$ cat src/bcr_pkg.sv
// constants for the boot configuration and completion registers
package bcr_pkg;
    // register byte addresses
    localparam logic [31:0] COMPLETION_ADDR  = 32'h01c4000c;
    localparam logic [31:0] STRAP_ADDR       = 32'h01c40014;
    // strap capture field positions
    localparam int          BYTE_ORDER_BIT   = 20;
    localparam int          FAST_START_BIT   = 19;
    localparam int          MULT_LSB         = 12;
    localparam int          PINOUT_LSB       = 8;
    localparam int          BOOT_SRC_LSB     = 0;
    localparam int          MULT_W           = 3;
    localparam int          PINOUT_W         = 3;
    localparam int          BOOT_SRC_W       = 4;
    // reserved fixed read value of bits 31:21
    localparam int          RSV_HI_LSB       = 21;
    localparam logic [10:0] RSV_HI_VAL       = 11'h001;
    // completion register fields
    localparam int          ERR_LSB          = 16;
    localparam int          ERR_W            = 4;
    localparam int          DONE_BIT         = 0;
    localparam logic [3:0]  ERR_NONE         = 4'h0;
    // start addresses
    localparam logic [31:0] ROM_START_ADDR   = 32'h00100000;
    localparam logic [31:0] LOW_IGNORE_MASK  = 32'hfffffc00;
    localparam logic [31:0] ZERO_WORD        = 32'h00000000;
endpackage : bcr_pkg

$ cat src/bcr_boot_regs.sv
// boot strap capture and boot completion register bank
//
// Behaviour
// - strap capture register ignores every write
// - each strap field holds pin level caught at reset release
// - bit 20 reports byte order, 0 big, 1 little endian
// - bit 19 reports fast start strap
// - bits 14:12 hold multiplier select straps, used only with fast start
// - bits 10:8 hold pinout straps, give pin-mux pinout field default
// - bits 3:0 hold boot source straps, forming boot mode with others
// - reserved strap register bits ignore writes, read fixed values
// - completion register bits 19:16 hold error code, zero default
// - nonzero error code means boot aborted by firmware
// - done flag set with zero error code makes processor jump to start address
// - global reset clears whole completion register
// - done flag defaults zero, meaningful only for host-port boot; cpuJump still follows it in every boot mode
// - host-port boot selectable with and without fast start
// - host-port boot defaults start to boot ROM, releases cpu at once
`timescale 1ns/1ps
module bcr_boot_regs #(
    parameter logic [3:0] HOST_BOOT_CODE = 4'h0
) (
    // clock and global reset
    input  wire logic        ref_clk,
    input  wire logic        rstn,
    // strap pins
    input  wire logic        strapByteOrder,
    input  wire logic        strapFastStart,
    input  wire logic [2:0]  strapMultSel,
    input  wire logic [2:0]  strapPinout,
    input  wire logic [3:0]  strapBootSrc,
    // register port
    input  wire logic [31:0] regAddr,
    input  wire logic        regWrite,
    input  wire logic        regRead,
    input  wire logic [31:0] regWdata,
    output logic      [31:0] regRdata,
    // start address register contents
    input  wire logic [31:0] cpuStartAddress,
    // configuration results
    output logic             byteOrderSelect,
    output logic             fastStart,
    output logic      [2:0]  multiplierSelect,
    output logic      [2:0]  defaultPinoutSelect,
    output logic      [3:0]  bootSource,
    output logic             hostPortBoot,
    output logic             cpuRelease,
    output logic      [31:0] defaultStartAddr,
    // completion results
    output logic             hostDoneFlag,
    output logic             bootError,
    output logic             cpuJump,
    output logic      [31:0] cpuJumpAddr
);

    // ==========================================================
    // strap capture
    logic        captured_reg;
    logic [31:0] strapWord_reg;
    logic [31:0] strapWord_next;
    wire  [3:0]  bootSrcNow = strapWord_reg[bcr_pkg::BOOT_SRC_LSB +: bcr_pkg::BOOT_SRC_W];
    // fast start ignored in host-port decode
    wire         hostSel    = (bootSrcNow == HOST_BOOT_CODE);

    always_comb begin
        strapWord_next = bcr_pkg::ZERO_WORD;
        strapWord_next[bcr_pkg::RSV_HI_LSB +: $bits(bcr_pkg::RSV_HI_VAL)] = bcr_pkg::RSV_HI_VAL;
        strapWord_next[bcr_pkg::BYTE_ORDER_BIT] = strapByteOrder;
        strapWord_next[bcr_pkg::FAST_START_BIT] = strapFastStart;
        strapWord_next[bcr_pkg::MULT_LSB +: bcr_pkg::MULT_W] = strapMultSel;
        strapWord_next[bcr_pkg::PINOUT_LSB +: bcr_pkg::PINOUT_W] = strapPinout;
        strapWord_next[bcr_pkg::BOOT_SRC_LSB +: bcr_pkg::BOOT_SRC_W] = strapBootSrc;
    end

    // caught on first edge after release
    always_ff @(posedge ref_clk or negedge rstn) begin
        if (!rstn) begin
            captured_reg <= 1'b0;
        end else begin
            captured_reg <= 1'b1;
        end
    end

    always_ff @(posedge ref_clk or negedge rstn) begin
        if (!rstn) begin
            strapWord_reg <= bcr_pkg::ZERO_WORD;
        end else if (!captured_reg) begin
            strapWord_reg <= strapWord_next;
        end
    end

    // ==========================================================
    // completion register
    wire hitCompl = (regAddr == bcr_pkg::COMPLETION_ADDR);
    wire hitStrap = (regAddr == bcr_pkg::STRAP_ADDR);
    wire wrCompl  = regWrite && hitCompl;

    logic [3:0] err_reg;
    logic       done_reg;

    // global reset clears error and flag
    always_ff @(posedge ref_clk or negedge rstn) begin
        if (!rstn) begin
            err_reg  <= bcr_pkg::ERR_NONE;
            done_reg <= 1'b0;
        end else if (wrCompl) begin
            err_reg  <= regWdata[bcr_pkg::ERR_LSB +: bcr_pkg::ERR_W];
            done_reg <= regWdata[bcr_pkg::DONE_BIT];
        end
    end

    wire [31:0] complWord = {12'h000, err_reg, 15'h0000, done_reg};

    // ==========================================================
    // read path, unmapped reads return zero
    // strap register has no write path
    wire [31:0] rdSel = hitStrap ? strapWord_reg :
                        hitCompl ? complWord : bcr_pkg::ZERO_WORD;

    always_ff @(posedge ref_clk or negedge rstn) begin
        if (!rstn) begin
            regRdata <= bcr_pkg::ZERO_WORD;
        end else if (regRead) begin
            regRdata <= rdSel;
        end
    end

    // ==========================================================
    // configuration outputs
    always_ff @(posedge ref_clk or negedge rstn) begin
        if (!rstn) begin
            byteOrderSelect     <= 1'b0;
            fastStart           <= 1'b0;
            multiplierSelect    <= 3'h0;
            defaultPinoutSelect <= 3'h0;
            bootSource          <= 4'h0;
            hostPortBoot        <= 1'b0;
            cpuRelease          <= 1'b0;
            defaultStartAddr    <= bcr_pkg::ZERO_WORD;
        end else begin
            byteOrderSelect     <= strapWord_reg[bcr_pkg::BYTE_ORDER_BIT];
            fastStart           <= strapWord_reg[bcr_pkg::FAST_START_BIT];
            multiplierSelect    <= strapWord_reg[bcr_pkg::MULT_LSB +: bcr_pkg::MULT_W];
            defaultPinoutSelect <= strapWord_reg[bcr_pkg::PINOUT_LSB +: bcr_pkg::PINOUT_W];
            bootSource          <= bootSrcNow;
            hostPortBoot        <= captured_reg && hostSel;
            // host boot releases cpu into boot rom
            cpuRelease          <= captured_reg && hostSel;
            defaultStartAddr    <= bcr_pkg::ROM_START_ADDR;
        end
    end

    // ==========================================================
    // completion outputs and jump request
    logic doneSeen_reg;
    // jump on rising done flag without error
    wire  jumpNow = done_reg && !doneSeen_reg && (err_reg == bcr_pkg::ERR_NONE);

    always_ff @(posedge ref_clk or negedge rstn) begin
        if (!rstn) begin
            doneSeen_reg <= 1'b0;
            hostDoneFlag <= 1'b0;
            bootError    <= 1'b0;
            cpuJump      <= 1'b0;
            cpuJumpAddr  <= bcr_pkg::ZERO_WORD;
        end else begin
            doneSeen_reg <= done_reg;
            // flag only reported in host-port boot
            hostDoneFlag <= done_reg && hostPortBoot;
            // nonzero code flags an aborted boot
            bootError    <= (err_reg != bcr_pkg::ERR_NONE);
            cpuJump      <= jumpNow;
            if (jumpNow) begin
                cpuJumpAddr <= cpuStartAddress & bcr_pkg::LOW_IGNORE_MASK;
            end
        end
    end

    // ==========================================================
    // checks
    property p_strap_stable;
        @(posedge ref_clk) disable iff (!rstn)
        captured_reg && $past(captured_reg) |-> $stable(strapWord_reg);
    endproperty
    a_strap_stable: assert property (p_strap_stable)
        else $error("strap word changed after capture");

    property p_strap_capture;
        @(posedge ref_clk) disable iff (!rstn)
        $rose(captured_reg) |->
            strapWord_reg[bcr_pkg::BOOT_SRC_LSB +: 4] == $past(strapBootSrc) &&
            strapWord_reg[bcr_pkg::BYTE_ORDER_BIT] == $past(strapByteOrder);
    endproperty
    a_strap_capture: assert property (p_strap_capture)
        else $error("strap field does not match pins at release");

    property p_strap_ro;
        @(posedge ref_clk) disable iff (!rstn)
        regWrite && hitStrap && captured_reg |=> $stable(strapWord_reg);
    endproperty
    a_strap_ro: assert property (p_strap_ro)
        else $error("write changed strap register");

    property p_reserved;
        @(posedge ref_clk) disable iff (!rstn)
        regRead && hitStrap && captured_reg |=>
            regRdata[31:21] == bcr_pkg::RSV_HI_VAL && regRdata[18:15] == 4'h0 &&
            regRdata[11] == 1'b0 && regRdata[7:4] == 4'h0;
    endproperty
    a_reserved: assert property (p_reserved)
        else $error("reserved strap bits read wrong");

    property p_err_write;
        @(posedge ref_clk) disable iff (!rstn)
        wrCompl |=> err_reg == $past(regWdata[19:16]) ##1 bootError == ($past(err_reg) != 4'h0);
    endproperty
    a_err_write: assert property (p_err_write)
        else $error("error field not written or reported");

    property p_jump;
        @(posedge ref_clk) disable iff (!rstn)
        wrCompl && regWdata[0] && !done_reg && regWdata[19:16] == 4'h0 |=> ##1 cpuJump;
    endproperty
    a_jump: assert property (p_jump)
        else $error("no jump after done flag");

    property p_jump_err;
        @(posedge ref_clk) disable iff (!rstn)
        cpuJump |-> $past(err_reg) == 4'h0 && cpuJumpAddr[9:0] == 10'h000;
    endproperty
    a_jump_err: assert property (p_jump_err)
        else $error("jump despite error or low bits set");

    property p_host_release;
        @(posedge ref_clk) disable iff (!rstn)
        captured_reg && hostSel |=> cpuRelease && defaultStartAddr == bcr_pkg::ROM_START_ADDR;
    endproperty
    a_host_release: assert property (p_host_release)
        else $error("host boot not released into rom");

endmodule : bcr_boot_regs

$ cat config.mk
export PLATFORM = sky130hd
export DESIGN_NAME = bcr_boot_regs
export DESIGN_NICKNAME = d
export VERILOG_FILES = /design/src/bcr_pkg.sv /design/src/bcr_boot_regs.sv
export SDC_FILE = /design/constraint.sdc
export NUM_CORES = 1
export LEC_CHECK = 0
export BUFFER_PORTS_ARGS = -buffer_cell sky130_fd_sc_hd__buf_2
export CORE_ASPECT_RATIO = 0.75
export CORE_MARGIN = 2
export CORE_UTILIZATION = 46
export CTS_BUF_LIST = sky130_fd_sc_hd__clkbuf_4 sky130_fd_sc_hd__clkbuf_8
export DETAILED_ROUTE_END_ITERATION = 10
export PLACE_DENSITY = 0.95
export SETUP_SLACK_MARGIN = 0.2
export SYNTH_ARGS = -nofsm -noshare
export SYNTH_HDL_FRONTEND = slang
export SYNTH_SLANG_ARGS = --single-unit
export TNS_END_PERCENT = 5
$ cat constraint.sdc
create_clock -name ref_clk -period 4.1 [get_ports ref_clk]
set_input_delay 0.82 -clock ref_clk [delete_from_list [all_inputs] [get_ports ref_clk]]
set_output_delay 0.82 -clock ref_clk [all_outputs]
set_load 0.1 [all_outputs]
==> flow_metrics.env <==
export IMPL_outcome="finished clean"
export IMPL_worst_slew_pin_slew_ns=1.216
export IMPL_fp_row_count=26
export IMPL_cts_sinks=74
export IMPL_largest_register_ff_count=22
export IMPL_slowest_stage="dfrtp_1"
export IMPL_crit_chain="buf_2"
export IMPL_end_kind="primary output"
export IMPL_rsz0062_at_grt="no"
export IMPL_synth_largest_area_cell="dfrtp_1"
export IMPL_ys_types=25
export IMPL_p_per_area_mw_per_mm2=495.1
export IMPL_min_period_ns=2.443
export IMPL_ant_nets=0
export IMPL_slowest_delay_ns=0.74
export IMPL_seq_area_frac_synth_pct=57.97
export IMPL_place_ws_ns=1.408
export IMPL_overflow=0
export IMPL_ys_top_cells_by_count="dfrtp_1, buf_4, mux2_2"
export IMPL_cp_arrival_ns=1.62
export IMPL_io_buffers=130
export IMPL_cts_resized=0
export IMPL_synth_edf_count=0
export IMPL_combPwrFrac_pct=27.0
export IMPL_vias=2031
export IMPL_num_antenna_cells=0
export IMPL_worst_slack_ns=1.657
export IMPL_die_h_microns=76.17
export IMPL_relSlewSlack_pct=18.92
export IMPL_cts_buffers=9
export IMPL_dp_hpwl_mm=4.677
export IMPL_reg2reg_slack_ns=1.68
export IMPL_seqPwrFrac_pct=40.8
export IMPL_drive_gt1_share_pct=52.78
export IMPL_areaGrowthSynthToFinish_pct=21.97
export IMPL_path_delay_family="flip-flops"
export IMPL_drc=0
export IMPL_worstSetupPathType="register to primary output"
export IMPL_insertion_delay_ns=0.33
export IMPL_async_flop_share_pct=100.0
export IMPL_grt_pass1_vias=2001
export IMPL_wl_per_cell_microns=14.33
export IMPL_report_final_slew_viol_count=0
export IMPL_cp_max_fo=15
export IMPL_syn_area_per_cell_sq_um=14.39
export IMPL_finalSetupViolCount=0
export IMPL_p_int_mw=1.192
export IMPL_start_util_pct=47.21
export IMPL_power_share_clock_pct=32.2
export IMPL_pin_count=225
export IMPL_post_cts_buffers=0
export IMPL_synthTopCellsByArea="dfrtp_1, buf_4, mux2_4, mux2_2, a22o_1"
export IMPL_tns_ns=0
export IMPL_root_buffer="clkbuf_8"
export IMPL_hold_viol=0
export IMPL_hold_path_class="register to register"
export IMPL_yosysMostFrequentCell="dfrtp_1"
export IMPL_yosys_warnings=0
export IMPL_holdBufCountCts=0
export IMPL_first_pass_iters=4
export IMPL_vias_per_cell=4.574
export IMPL_synth_top_area_share_pct=57.97
export IMPL_dr_first_iter_drc_count=44
export IMPL_wl_mm=6.362
export IMPL_fin_nets=467
export IMPL_fmax_mhz=409.3
export IMPL_clock_skew_ns=0.007966
export IMPL_ys_seq_elements=74
export IMPL_power_switching_uw=737.2
export IMPL_clock_path_buffers=2
export IMPL_clk_pin_slew_worst_paths_ns=0.08
export IMPL_dieArea_sq_mm=0.007634
export IMPL_syn_instance_count=222
export IMPL_startpoint_type="register"
export IMPL_p_total_mw=1.929
export IMPL_grt_first_pass_wirelength_mm=9.729
export IMPL_htree_levels=3
export IMPL_gp_congestion=0.7853
export IMPL_p_leak_nw=2.148
export IMPL_p_sw_share_pct=38.21
export IMPL_cts_tree="done"
export IMPL_cp_required_ns=3.28
export IMPL_grt_start_max_net_pins=75
export IMPL_crit_buf_inv=1
export IMPL_fin_crit_sh_pct=59.59
export IMPL_core_area_sq_mm=0.006766
export IMPL_syn_area_sq_mm=0.003194
export IMPL_antenna_found_initial=0
export IMPL_drv_cap=0
export IMPL_synthFlopType="dfrtp_1"
export IMPL_grt_usage_pct=16.48
export IMPL_die_x_microns=100.2
export IMPL_vdd_drop_max_v=0.0003644
## path summary, 6_finish.rpt
kind,startpoint,end,cells past startpoint
worst max-delay path,defaultStartAddr[20],defaultStartAddr[20],1
worst max register to register,err_reg[0],cpuJumpAddr[20],3
max in group asynchronous,rstn,defaultStartAddr[20],1
worst min register to register,strapWord_reg[20],byteOrderSelect,0
worst min-delay path,strapWord_reg[20],byteOrderSelect,0
min in group asynchronous,rstn,multiplierSelect[2],1
## power by group through the flow
| stage | Clock, mW | Sequential, mW | Combinational, mW |
|---|---|---|---|
| 2_1_floorplan | 0 | 0.968 | 0.310 |
| 3_3_place_gp | 0 | 0.798 | 0.517 |
| 3_5_place_dp | 0 | 0.801 | 0.520 |
| 4_1_cts | 0.643 | 0.787 | 0.521 |
| 5_1_grt | 0.678 | 0.791 | 0.536 |
| 6_report | 0.622 | 0.787 | 0.520 |
## metal layers
metal | routed length [microns] | track usage [%] | share of wire (%) | up-vias
li1 | - | - | - | 918
met1 | 2773 | 21.89 | 44 | 996
met2 | 2967 | 25.30 | 47 | 106
met3 | 548 | 6.514 | 8.6 | 11
met4 | 73 | 4.521 | 1.1 | 0
met5 | 0 | 0 | 0 | -
## per-stage QoR
| stage | hold slack, ns | cell area [sq um] | cells | utilization, % |
|---|---|---|---|---|
| after detailed placement | 0.3884 | 3670 | 428 | 54.23 |
| after global placement | 0.3767 | 3670 | 428 | 54.23 |
| after global routing | 0.4199 | 3896 | 444 | 57.58 |
| after CTS | 0.4060 | 3896 | 444 | 57.58 |
| final | 0.4041 | 3896 | 444 | 57.58 |
| after floorplan | 0.3691 | 3405 | 278 | - |
## cell families (layout without fill, tap and decap cells)
| logic type | count (synthesis) | after routing | share of synthesized area [%] |
|---|---|---|---|
| muxes | 39 | 39 | 15.98 |
| AOI/OAI and AO/OA | 16 | 16 | 4.505 |
| buffers and inverters | 68 | 150 | 16.22 |
| and+or+nand+nor | 23 | 23 | 5.092 |
| other | 2 | 58 | 0.2351 |
| DFF | 74 | 74 | 57.97 |
## cells in the final DEF (no fill, tap or decap), drive strengths merged
cell	Yosys	routed
buf	63	131
dfrtp	74	74
conb	2	58
mux2	39	39
a22o	14	14
clkbuf	2	10
nor4	8	8
inv	3	4
and2	2	2
nor4bb	2	2
nand4	2	2
nand2b	2	2
nor2b	2	2
a221o	2	2
bufinv	0	2
clkinvlp	0	2
or4	1	1
or3b	1	1
nor4b	1	1
nor2	1	1
nand2	1	1
clkinv	0	1
## cell type report
type                            instances  area, sq um
Fill cell                             560         2870
Sequential cell                        74         1852
Multi-Input combinational cell        136         1041
Timing Repair Buffer                  131        660.6
Clock buffer                           10        137.6
Tap cell                               84        105.1
Clock inverter                          6        88.84
Inverter                                3        11.26
No activity file was read; power rests on OpenSTA's default activity.
